$ cat config.mk
export PLATFORM = sky130hd
export DESIGN_NAME = line_mon
export DESIGN_NICKNAME = d
export VERILOG_FILES = /design/src/verilog/line_mon_pkg.sv /design/src/verilog/err_counter.sv /design/src/verilog/line_mon.sv
export SDC_FILE = /design/constraint.sdc
export NUM_CORES = 1
export LEC_CHECK = 0
export ABC_AREA = 1
export BUFFER_PORTS_ARGS = -buffer_cell sky130_fd_sc_hd__buf_2
export CAP_MARGIN = 40
export CORE_MARGIN = 3
export CORE_UTILIZATION = 60
export DETAILED_ROUTE_END_ITERATION = 8
export PLACE_DENSITY = 0.77
export SYNTH_ARGS = -nofsm -noshare
export SYNTH_HDL_FRONTEND = slang
export SYNTH_SLANG_ARGS = --single-unit
$ cat constraint.sdc
create_clock -name mclk -period 26.8 [get_ports mclk]
set_input_delay 4.02 -clock mclk [delete_from_list [all_inputs] [get_ports mclk]]
set_output_delay 4.02 -clock mclk [all_outputs]
set_load 0.005 [all_outputs]
$ cat src/verilog/line_mon_pkg.sv
// Package: register map, fields and constants of the line monitor
//
// Overview of operation
// RL1 - Reading second status register clears it
// RL2 - Masked visible bits never reach irq/summary
// RL3 - Clock loss flag set on loss, simulation
// RL4 - Change option flags both clock status edges
// RL5 - One-second timer expiry sets tick flag
// RL6 - Summary register: one pending bit per channel
// RL7 - E1 HDB3/CMI violations increment violation counter
// RL8 - AMI coding counts every bipolar violation
// RL9 - T1 B8ZS: real violations, zeros over seven
// RL10 - T1 AMI excess zero: runs over fifteen
// RL11 - Simulation counts every four bits, saturating
// RL12 - Manual mode: freeze rise stops buffer, clears
// RL13 - Violation high byte read drops freeze bit
// RL14 - Auto mode latches violations each second
// RL15 - Software reads latched value within second
// RL16 - PRBS errors counted only while synchronized
// RL17 - PRBS freeze rise stops, clears; high read drops
// RL18 - Auto mode latches PRBS errors each second
// RL19 - First status register also cleared on read
// RL20 - Interrupt output while unmasked bit pending
package line_mon_pkg;
   localparam int num_channels = 4;
   localparam int addr_width = 7;
   localparam int chan_stride = 32;
   localparam logic [4:0] off_irq_status_first = 5'h17;
   localparam logic [4:0] off_irq_status_second = 5'h18;
   localparam logic [4:0] off_cv_low = 5'h19;
   localparam logic [4:0] off_cv_high = 5'h1a;
   localparam logic [4:0] off_prbs_low = 5'h1b;
   localparam logic [4:0] off_prbs_high = 5'h1c;
   localparam logic [4:0] off_config = 5'h1d;
   localparam logic [4:0] off_command = 5'h1e;
   localparam logic [4:0] off_masks = 5'h1f;
   localparam logic [6:0] off_channel_irq_summary = 7'h60;
   localparam logic [7:0] summary_reset = 8'h00;
   localparam int bit_tick_flag = 0;
   localparam int bit_clock_loss_flag = 1;
   localparam int cfg_visible_masked = 0;
   localparam int cfg_change_irq = 1;
   localparam int cfg_excess_zero = 2;
   localparam int cfg_auto_counter = 3;
   localparam int cfg_code_lo = 4;
   localparam int cfg_port_t1 = 6;
   localparam int cfg_alarm_sim = 7;
   localparam int cmd_cv_freeze = 0;
   localparam int cmd_prbs_freeze = 1;
   localparam logic [1:0] code_ami = 2'h0;
   localparam logic [1:0] code_b8zs = 2'h2;
   localparam logic [4:0] zero_limit_b8zs = 5'h07;
   localparam logic [4:0] zero_limit_ami = 5'h0f;
   localparam logic [4:0] zero_limit_hdb3 = 5'h03;
   localparam logic [1:0] sim_bit_period = 2'h3;
   localparam logic [15:0] count_max = 16'hffff;
   localparam int second_cycles = 125000000;
   localparam logic [7:0] unmapped_data = 8'h00;

   typedef struct packed {
      logic bit_valid;
      logic bit_one;
      logic bipolar_violation;
      logic substitution;
      logic prbs_error;
      logic tx_clock_lost;
      logic tx_clock_status;
      logic prbs_sync_status;
      logic [7:0] first_causes;
   } line_events_s;
endpackage : line_mon_pkg

$ cat src/verilog/err_counter.sv
// One 16-bit error counter with buffer, freeze and one-second latch
module err_counter
(
   input wire logic mclk,
   input wire logic rst,
   input wire logic inc,
   input wire logic auto_mode,
   input wire logic freeze,
   input wire logic freeze_rise,
   input wire logic tick,
   input wire logic saturate,
   output logic [15:0] buffer
);
   import line_mon_pkg::*;

   logic [15:0] running;

   // RL12 - Running counter clear
   always_ff @(posedge mclk or posedge rst)
   begin
      if (rst)
         running <= 16'h0000;
      else if (freeze_rise || (auto_mode && tick))
         running <= 16'h0000;
      else if (inc && !(saturate && running == count_max))
         running <= running + 16'h0001;
   end

   // RL14 - Buffer latch per mode
   always_ff @(posedge mclk or posedge rst)
   begin
      if (rst)
         buffer <= 16'h0000;
      else if (auto_mode)
      begin
         if (tick)
            buffer <= running;
      end
      else if (!freeze)
         buffer <= running;
   end
endmodule : err_counter

$ cat src/verilog/line_mon.sv
// Four-channel line error counters and interrupt status, Avalon-MM slave
//
// Implementation choice: the Avalon-MM register port.
module line_mon
#(
   parameter int second_count = line_mon_pkg::second_cycles
)
(
   input wire logic mclk,
   input wire logic rst,
   input wire logic [line_mon_pkg::addr_width-1:0] address,
   input wire logic read,
   input wire logic write,
   input wire logic [7:0] writedata,
   output logic [7:0] readdata,
   output logic waitrequest,
   output logic irq,
   input wire line_mon_pkg::line_events_s [3:0] events
);
   import line_mon_pkg::*;

   logic ack;
   logic [1:0] chan;
   logic [4:0] reg_off;
   logic [7:0] next_readdata;
   logic [3:0] pending;
   logic [3:0] summary;

   assign chan = address[6:5];
   assign reg_off = address[4:0];

   ////////////////////////////////////////////////////////////////////
   // Bus handshake: one wait cycle, then ack
   always_ff @(posedge mclk or posedge rst)
   begin
      if (rst)
         ack <= 1'b0;
      else
         ack <= (read || write) && !ack;
   end

   always_ff @(posedge mclk or posedge rst)
   begin
      if (rst)
         waitrequest <= 1'b1;
      else
         waitrequest <= !((read || write) && !ack && waitrequest);
   end

   genvar g;
   generate
      for (g = 0; g < num_channels; g++)
      begin : ch
         logic [7:0] cfg;
         logic [7:0] cmd;
         logic [7:0] mask_first;
         logic [1:0] mask_second;
         logic [7:0] stat_first;
         logic [1:0] stat_second;
         logic [2:0] sync_tcs;
         logic [2:0] sync_prbs;
         logic tcs_q;
         logic [1:0] cmd_q;
         logic [31:0] sec_cnt;
         logic tick;
         logic [4:0] zeros;
         logic [1:0] sim_cnt;
         logic cv_inc;
         logic zero_run;
         logic [4:0] zero_lim;
         logic t1;
         logic [1:0] code;
         logic sim;
         logic vis;
         logic sel;
         logic rd_first;
         logic rd_second;
         logic rd_cvh;
         logic rd_prh;
         logic tcs;
         logic prbs_sync;
         logic [15:0] cv_buf;
         logic [15:0] pr_buf;
         logic [1:0] freeze_rise;

         assign sel = chan == 2'(g);
         assign rd_first = read && ack && sel && reg_off == off_irq_status_first;
         assign rd_second = read && ack && sel &&
                            reg_off == off_irq_status_second;
         assign rd_cvh = read && ack && sel && reg_off == off_cv_high;
         assign rd_prh = read && ack && sel && reg_off == off_prbs_high;
         assign t1 = cfg[cfg_port_t1];
         assign code = cfg[cfg_code_lo+1:cfg_code_lo];
         assign sim = cfg[cfg_alarm_sim];
         assign vis = cfg[cfg_visible_masked];
         assign tcs = sync_tcs[2];
         assign prbs_sync = sync_prbs[2];
         assign freeze_rise = cmd[1:0] & ~cmd_q;

         // Software-written control registers
         always_ff @(posedge mclk or posedge rst)
         begin
            if (rst)
            begin
               cfg <= 8'h00;
               mask_first <= 8'hff;
               mask_second <= 2'h3;
            end
            else if (write && ack && sel)
            begin
               if (reg_off == off_config)
                  cfg <= writedata;
               if (reg_off == off_masks)
                  mask_second <= writedata[1:0];
               if (reg_off == off_irq_status_first)
                  mask_first <= writedata;
            end
         end

         // RL13 - Freeze bits self-clear
         always_ff @(posedge mclk or posedge rst)
         begin
            if (rst)
               cmd <= 8'h00;
            else
            begin
               if (write && ack && sel && reg_off == off_command)
                  cmd <= {6'h00, writedata[1:0]};
               else
               begin
                  if (rd_cvh)
                     cmd[cmd_cv_freeze] <= 1'b0;
                  if (rd_prh)
                     cmd[cmd_prbs_freeze] <= 1'b0;
               end
            end
         end

         // Status pin synchronisers
         always_ff @(posedge mclk or posedge rst)
         begin
            if (rst)
            begin
               sync_tcs <= 3'h0;
               sync_prbs <= 3'h0;
               tcs_q <= 1'b0;
               cmd_q <= 2'h0;
            end
            else
            begin
               sync_tcs <= {sync_tcs[1:0], events[g].tx_clock_status};
               sync_prbs <= {sync_prbs[1:0], events[g].prbs_sync_status};
               tcs_q <= tcs;
               cmd_q <= cmd[1:0];
            end
         end

         // RL5 - One-second timer
         always_ff @(posedge mclk or posedge rst)
         begin
            if (rst)
               sec_cnt <= 32'h0;
            else if (sec_cnt == 32'(second_count - 1))
               sec_cnt <= 32'h0;
            else
               sec_cnt <= sec_cnt + 32'h1;
         end
         assign tick = sec_cnt == 32'(second_count - 1);

         // RL1 - Status set wins over read clear
         always_ff @(posedge mclk or posedge rst)
         begin
            if (rst)
               stat_second <= 2'h0;
            else
            begin
               stat_second <= rd_second ? 2'h0 : stat_second;
               if (tick && (vis || !mask_second[bit_tick_flag]))
                  stat_second[bit_tick_flag] <= 1'b1;
               // RL3 - Clock loss or simulation
               if (((events[g].tx_clock_lost && tcs) || sim ||
                   // RL4 - Either status edge
                   (cfg[cfg_change_irq] && tcs != tcs_q)) &&
                   (vis || !mask_second[bit_clock_loss_flag]))
                  stat_second[bit_clock_loss_flag] <= 1'b1;
            end
         end

         // RL19 - First register clear on read
         always_ff @(posedge mclk or posedge rst)
         begin
            if (rst)
               stat_first <= 8'h00;
            else
               stat_first <= (rd_first ? 8'h00 : stat_first) |
                             (events[g].first_causes &
                              (~mask_first | {8{vis}}));
         end

         // RL2 - Masked bits kept out
         assign pending[g] = |(stat_first & ~mask_first) |
                             |(stat_second & ~mask_second);

         // Zero run length
         always_ff @(posedge mclk or posedge rst)
         begin
            if (rst)
               zeros <= 5'h0;
            else if (events[g].bit_valid)
               zeros <= events[g].bit_one ? 5'h0 :
                        (zeros == 5'h1f ? zeros : zeros + 5'h1);
         end

         always_comb
         begin
            zero_lim = t1 ? (code == code_b8zs ? zero_limit_b8zs :
                             zero_limit_ami) : zero_limit_hdb3;
            // RL9 - RL10 - Run beyond limit, counted once
            zero_run = cfg[cfg_excess_zero] && events[g].bit_valid &&
                       !events[g].bit_one && zeros == zero_lim &&
                       (t1 || code != code_ami);
            // RL7 - RL8 - Violations by coding
            cv_inc = zero_run || (events[g].bipolar_violation &&
                     !(t1 && code == code_b8zs && events[g].substitution));
            // RL11 - Simulation every fourth bit
            if (sim)
               cv_inc = events[g].bit_valid && sim_cnt == sim_bit_period;
         end

         always_ff @(posedge mclk or posedge rst)
         begin
            if (rst)
               sim_cnt <= 2'h0;
            else if (events[g].bit_valid)
               sim_cnt <= sim_cnt + 2'h1;
         end

         // RL12 - RL14 - Violation counter
         err_counter u_cv
         (
            .mclk(mclk),
            .rst(rst),
            .inc(cv_inc),
            .auto_mode(cfg[cfg_auto_counter]),
            .freeze(cmd[cmd_cv_freeze]),
            .freeze_rise(freeze_rise[cmd_cv_freeze]),
            .tick(tick),
            .saturate(sim),
            .buffer(cv_buf)
         );

         // RL16 - RL17 - RL18 - PRBS counter
         err_counter u_prbs
         (
            .mclk(mclk),
            .rst(rst),
            .inc(events[g].prbs_error && prbs_sync),
            .auto_mode(cfg[cfg_auto_counter]),
            .freeze(cmd[cmd_prbs_freeze]),
            .freeze_rise(freeze_rise[cmd_prbs_freeze]),
            .tick(tick),
            .saturate(1'b0),
            .buffer(pr_buf)
         );
      end
   endgenerate

   ////////////////////////////////////////////////////////////////////
   // RL6 - Summary register
   always_ff @(posedge mclk or posedge rst)
   begin
      if (rst)
         summary <= summary_reset[3:0];
      else
         summary <= pending;
   end

   // RL20 - Interrupt output
   always_ff @(posedge mclk or posedge rst)
   begin
      if (rst)
         irq <= 1'b0;
      else
         irq <= |pending;
   end

   always_comb
   begin
      next_readdata = unmapped_data;
      if (address == off_channel_irq_summary)
         next_readdata = {4'h0, summary};
      else
      begin
         case (chan)
            2'd0: next_readdata = sel_data(0);
            2'd1: next_readdata = sel_data(1);
            2'd2: next_readdata = sel_data(2);
            default: next_readdata = sel_data(3);
         endcase
      end
   end

   function automatic logic [7:0] pick(input logic [4:0] off,
      input logic [7:0] s1, input logic [1:0] s2,
      input logic [15:0] cv, input logic [15:0] pr,
      input logic [7:0] cf, input logic [7:0] cm);
      case (off)
         off_irq_status_first: pick = s1;
         off_irq_status_second: pick = {6'h00, s2};
         off_cv_low: pick = cv[7:0];
         off_cv_high: pick = cv[15:8];
         off_prbs_low: pick = pr[7:0];
         off_prbs_high: pick = pr[15:8];
         off_config: pick = cf;
         off_command: pick = cm;
         default: pick = unmapped_data;
      endcase
   endfunction : pick

   function automatic logic [7:0] sel_data(input int i);
      sel_data = unmapped_data;
   endfunction : sel_data

   logic [7:0] chan_data [4];
   generate
      for (g = 0; g < num_channels; g++)
      begin : rd
         assign chan_data[g] = pick(reg_off, ch[g].stat_first,
            ch[g].stat_second, ch[g].cv_buf, ch[g].pr_buf,
            ch[g].cfg, ch[g].cmd);
      end
   endgenerate

   always_ff @(posedge mclk or posedge rst)
   begin
      if (rst)
         readdata <= 8'h00;
      else if (read && !ack)
         readdata <= (address == off_channel_irq_summary) ?
                     next_readdata : chan_data[chan];
   end
endmodule : line_mon

-- After elaboration in Yosys (flattened, before gate mapping)
Index checks and enable logic that the tools add are counted.
- input port bits: 83
- bits in registers: 583
- logic and storage cells: 514
- equal/unequal tests: 57
- mux-type cells: 100
- add/subtract/negate cells: 20
- order comparisons: 1
- bitwise logic cells: 41
- reductions and logical operators: 214
- operator list (operator ; number):
    $mux W16 ; 40
    $pmux W8 S8 ; 4
    $add A16 B1 Y16 const B ; 8
    $add A32 B1 Y32 const B ; 4
    $eq A32 B27 Y1 const B ; 4
    $mux W32 ; 4
    $logic_and A1 B1 Y1 ; 97
    $eq A5 B5 Y1 const B ; 13
    $and A8 B8 Y8 ; 8
    $eq A16 B16 Y1 const B ; 4
    $or A8 B8 Y8 ; 8
    $mux W8 ; 7
    $reduce_bool A2 Y1 ; 28
    $reduce_and A2 Y1 ; 24
    $mux W5 ; 8
    $logic_or A1 B1 Y1 ; 33
    $mux W4 ; 8
    $not A8 Y8 ; 4
    $reduce_or A8 Y1 ; 4
    $ne A2 B2 Y1 const B ; 12
    $logic_not A1 Y1 ; 22
    $add A5 B1 Y5 const B ; 4
    $eq A2 B2 Y1 const B ; 10
    $eq A5 B4 Y1 ; 4
    16 further kinds ; 71

-- Depth between registers and ports, before layout
- depth in word-level cells: 11
- depth in mapped cells: 13

-- Modules after synthesis
A second synthesis with hierarchy kept.
- cell total of the unflattened synthesis: 3958
- area, all modules: 30638.1 um2
- modules (own cells, without submodules) (module ; cells each ; area each (um2) ; seq. area each (um2) ; times used):
    line_mon ; 2326 ; 17515.5 ; 8234.1 ; 1
    err_counter ; 204 ; 1640.3 ; 800.8 ; 8

-- Worst setup path before layout
OpenSTA, ideal clock, no wires.
- path kind: input port to flip-flop
- start: input address[5] in the netlist's numbering
- end: register ch[1].cfg[0]
- buffers on the path: 2
- arrival: 5.084 ns
- setup slack: 21.588 ns
- data required time: 26.672 ns
- stages on the path: 9
- cell sequence: buf_4 inv_1 nor2_4 inv_1 nor2_1 nand2_1 buf_2 nand2_1 o21ai_0
- longest elaborated chain between the ends: 3
- ends and longest elaborated chain (item ; line ; text):
    start, declared ; line_mon.sv:11 ; input wire logic [line_mon_pkg::addr_width-1:0] address,
    $eq A2 B1 Y1 ; line_mon.sv:86 ; assign sel = chan == 2'(g);
    $logic_and A1 B1 Y1 ; line_mon.sv:109 ; else if (write && ack && sel)
    $reduce_and A2 Y1 (no line) ; -- ;
    end signal, assigned ; line_mon.sv:112 ; cfg <= writedata;
    end, declared ; line_mon.sv:54 ; logic [7:0] cfg;
No other way between the ends.
A chain may end at the register's enable or synchronous reset.

==> reports/qor.csv <==
metric,value,unit
"CTS clk-pin slew, worst paths",0.06,ns
total CTS buffers,61,
Max Freq,0.161,GHz
TNS Setup,0,ns
Mapped Cells,3873,
Hold Startpoint,ch[0].sync_prbs[1]$_DFF_PP0_,
Worst-Skew Late Latency,0.63,ns
Area Overhead vs Synth,10.5,%
CTS resizes,0,
# fillers,4137,
worst reg2reg path startpoint,ch[3].sec_cnt[0]$_DFF_PP0_,
via count,25736,
routed wire length,76900,µm
DRC viols,0,
Die X,230,µm
hold depth,0,
clk sink count,583,
post-synth top area share,45.0,%
largest net degree at the start of global routing,69,
Max-Cap Viols,0,
placed insts,4559,
Area contributors post-synth,"dfrtp_1 45%, nand2_1 12%, inv_1 6.2%, nor2_1 5.8%, nand3_1 4.5%",
DRT Pass-1 Iters,8,
Leak Pwr,15.7,nW
multi-input gate area in the final layout,0.0131,mm²
Iteration-0 DRC Markers,2272,
Hold EP,ch[0].sync_prbs[2]$_DFF_PP0_,
total gr overflow,0,
drt via density,5.51,
FF-to-FF setup slack,24.02,ns
Core ar.,0.0493,mm²
Slew Limit Fails,0,
Critical Path AT,6.99,ns
DR WL/cell,16.5,µm
"Net Count, Synth",3980,
"Setup Fix Bufs, Post-CTS",0,
fin nets,4065,
Routed Antenna Nets,0,
num ports,93,
most frequent cells in the layout,"993 x nand2_1, 542 x dfrtp_1, 494 x inv_1, 460 x nor2_1, 274 x nand3_1",
layout cells sized above 1,8.33,%
unrepaired setup endpoints after global routing,no,
Initial Utilization,61.2,%
Power Density,66.4,mW/mm²
Clock Skews,0.0249,ns
FF+latch area,0.0146,mm²
total power draw,2.21,mW
CTS tree,done,
Die Ht,230,µm
first-pass GRT wire length,126000,µm
initial antenna violation count,2,
top_reg_cell synth,dfrtp_1,
Worst slew margin,39.2,%
worst setup path startpoint,rst,
peak supply drop,0.0561,mV
FF-to-FF path depth,8,
Post-synth ARST share,100,%
status,completed,
Hold/Removal Path Class,flop to flop,
dominant cell type by area after synthesis,dfrtp_1,
final hold slack,0.345,ns
H-tree Lvls,2,
Final Hold Viols,0,
port bufs,92,
nature of the critical path endpoint,async pin,
sequential area share after synthesis,48.5,%
DIE AREA,0.0530,mm²
# rows,81,
non-filler instance count after layout,4673,
Startpoint Class,input port,
vias in the first global route,24238,
critical path class,input port to async pin,
slew of the pin with the lowest slew margin,0.911,ns
placer congestion estimate,0.928,
Total GRT Usage,29.2,%
Final HPWL DP,55200,µm
WP data required,27.58,ns
Tcrit/Tclk final,23.2,%
synthesis-stage register bit count,583,
CTS Buffer Depth,3,
Post-synth EDFFs,0,
# setup viols final,0,
Unique masters post-synth,51,
Root Driver,clkbuf_16,
minimum clock period,6.21,ns
Yosys warnings,0,
RR Endpoint,ch[3].u_cv.buffer[13]$_DFFE_PP0P_,
hold-fix buffer count after cts,0,
"commonest non-fill, non-tap cell in the layout",nand2_1,
mapped cell area,0.0302,mm²
Avg Inst Size Synth,7.79,µm²
CP max FO,68,
## flip-flops by register name (all words and copies together) (netlist names), 8 cells and up
signal and flops:
ch.u_cv.buffer 64, ch.u_cv.running 64, ch.stat_first 32, ch.mask_first 32, ch.zeros 20, ch.sec_cnt 128, ch.mask_second 8, readdata 8
ch.cmd_q 8, ch.sync_prbs 12, ch.cmd 8, ch.sync_tcs 12, ch.stat_second 8, ch.u_prbs.buffer 64, ch.sim_cnt 8, ch.cfg 32
ch.u_prbs.running 64
## metal layers
| metal | part of all wire [%] | GRT usage, % | up-vias |
|---|---|---|---|
| li1 | - | - | 12524 |
| met1 | 44 | 41.3 | 12092 |
| met2 | 45 | 45.7 | 921 |
| met3 | 7.1 | 4.37 | 197 |
| met4 | 4.2 | 11.8 | 2 |
| met5 | 0.0091 | 0 | - |
## layout make-up
| type | count | share of cell area, % |
|---|---|---|
| Tap cell | 664 | 2.49 |
| Timing Repair Buffer | 117 | 2.39 |
| Clock buffer | 95 | 5.39 |
| Multi-Input combinational cell | 2691 | 39.2 |
| Antenna cell | 1 | 0.00751 |
| Inverter | 504 | 5.70 |
| Sequential cell | 583 | 43.9 |
| Clock inverter | 18 | 0.897 |
## through the flow
step	instance area, µm²	setup slack, ns	utilization, %
floorplan	30200	6.53	-
global placement	31000	18.99	62.9
detailed placement	31200	19.83	63.4
CTS	33300	20.50	67.7
global route	33300	20.22	67.7
finish	33300	20.59	67.7
## power by group
group / internal [mW] / switching (mW)
sequential: 0.980 / 0.0911
clock: 0.535 / 0.351
combinational: 0.0948 / 0.163
total: 1.61 / 0.605
## cells by family (layout without fill, tap and decap cells)
logic type	after synthesis	count (layout)	share of synthesized area (%)
XOR/XNOR	171	171	4.97
flip-flops	583	583	48.5
buffers and inverters	599	734	8.13
other	0	1	0
AO/OA/AOI/OAI	431	431	7.58
AND/OR/NAND/NOR	2064	2064	29.7
adder cells (fa/ha/maj)	24	24	0.996
multiplexers	1	1	0.0373
## synthesized netlist by cell type (10+ instances only)
cell type and number:
nand2_1 993, dfrtp_1 542, inv_1 495, nor2_1 462
nand3_1 274, o21ai_0 261, xor2_1 140, nor3_1 131
a21oi_1 81, nand4_1 67, buf_2 47, o21ai_1 45
dfstp_2 41, nand3b_1 33, xnor2_1 31, buf_4 24
ha_1 24, nor4_1 23, clkbuf_1 15, nor2_2 14
nor3b_1 14, nand2_2 10, nand3_2 10
## worst max-delay path by stage
stage                                                      to  slack, ns  depth (start not counted)
after floorplan                                 ack$_DFF_PP0_       6.53                          1
after global placement    ch[3].u_prbs.buffer[14]$_DFFE_PP0P_      18.99                          5
after detailed placement  ch[3].u_prbs.buffer[14]$_DFFE_PP0P_      19.83                          7
after CTS                 ch[3].u_prbs.buffer[14]$_DFFE_PP0P_      20.50                          7
after global routing      ch[3].u_prbs.running[5]$_DFFE_PP0P_      20.22                          7
final                     ch[3].u_prbs.running[4]$_DFFE_PP0P_      20.59                          7
## worst max-delay path, cell delays in order
cell and delay [ns]:
buf_2 0.13, inv_8 0.31, buf_16 0.33, buf_4 0.69, buf_4 0.59, buf_4 0.41
buf_16 0.32
Note: power is estimated with default switching activity, not from simulation.
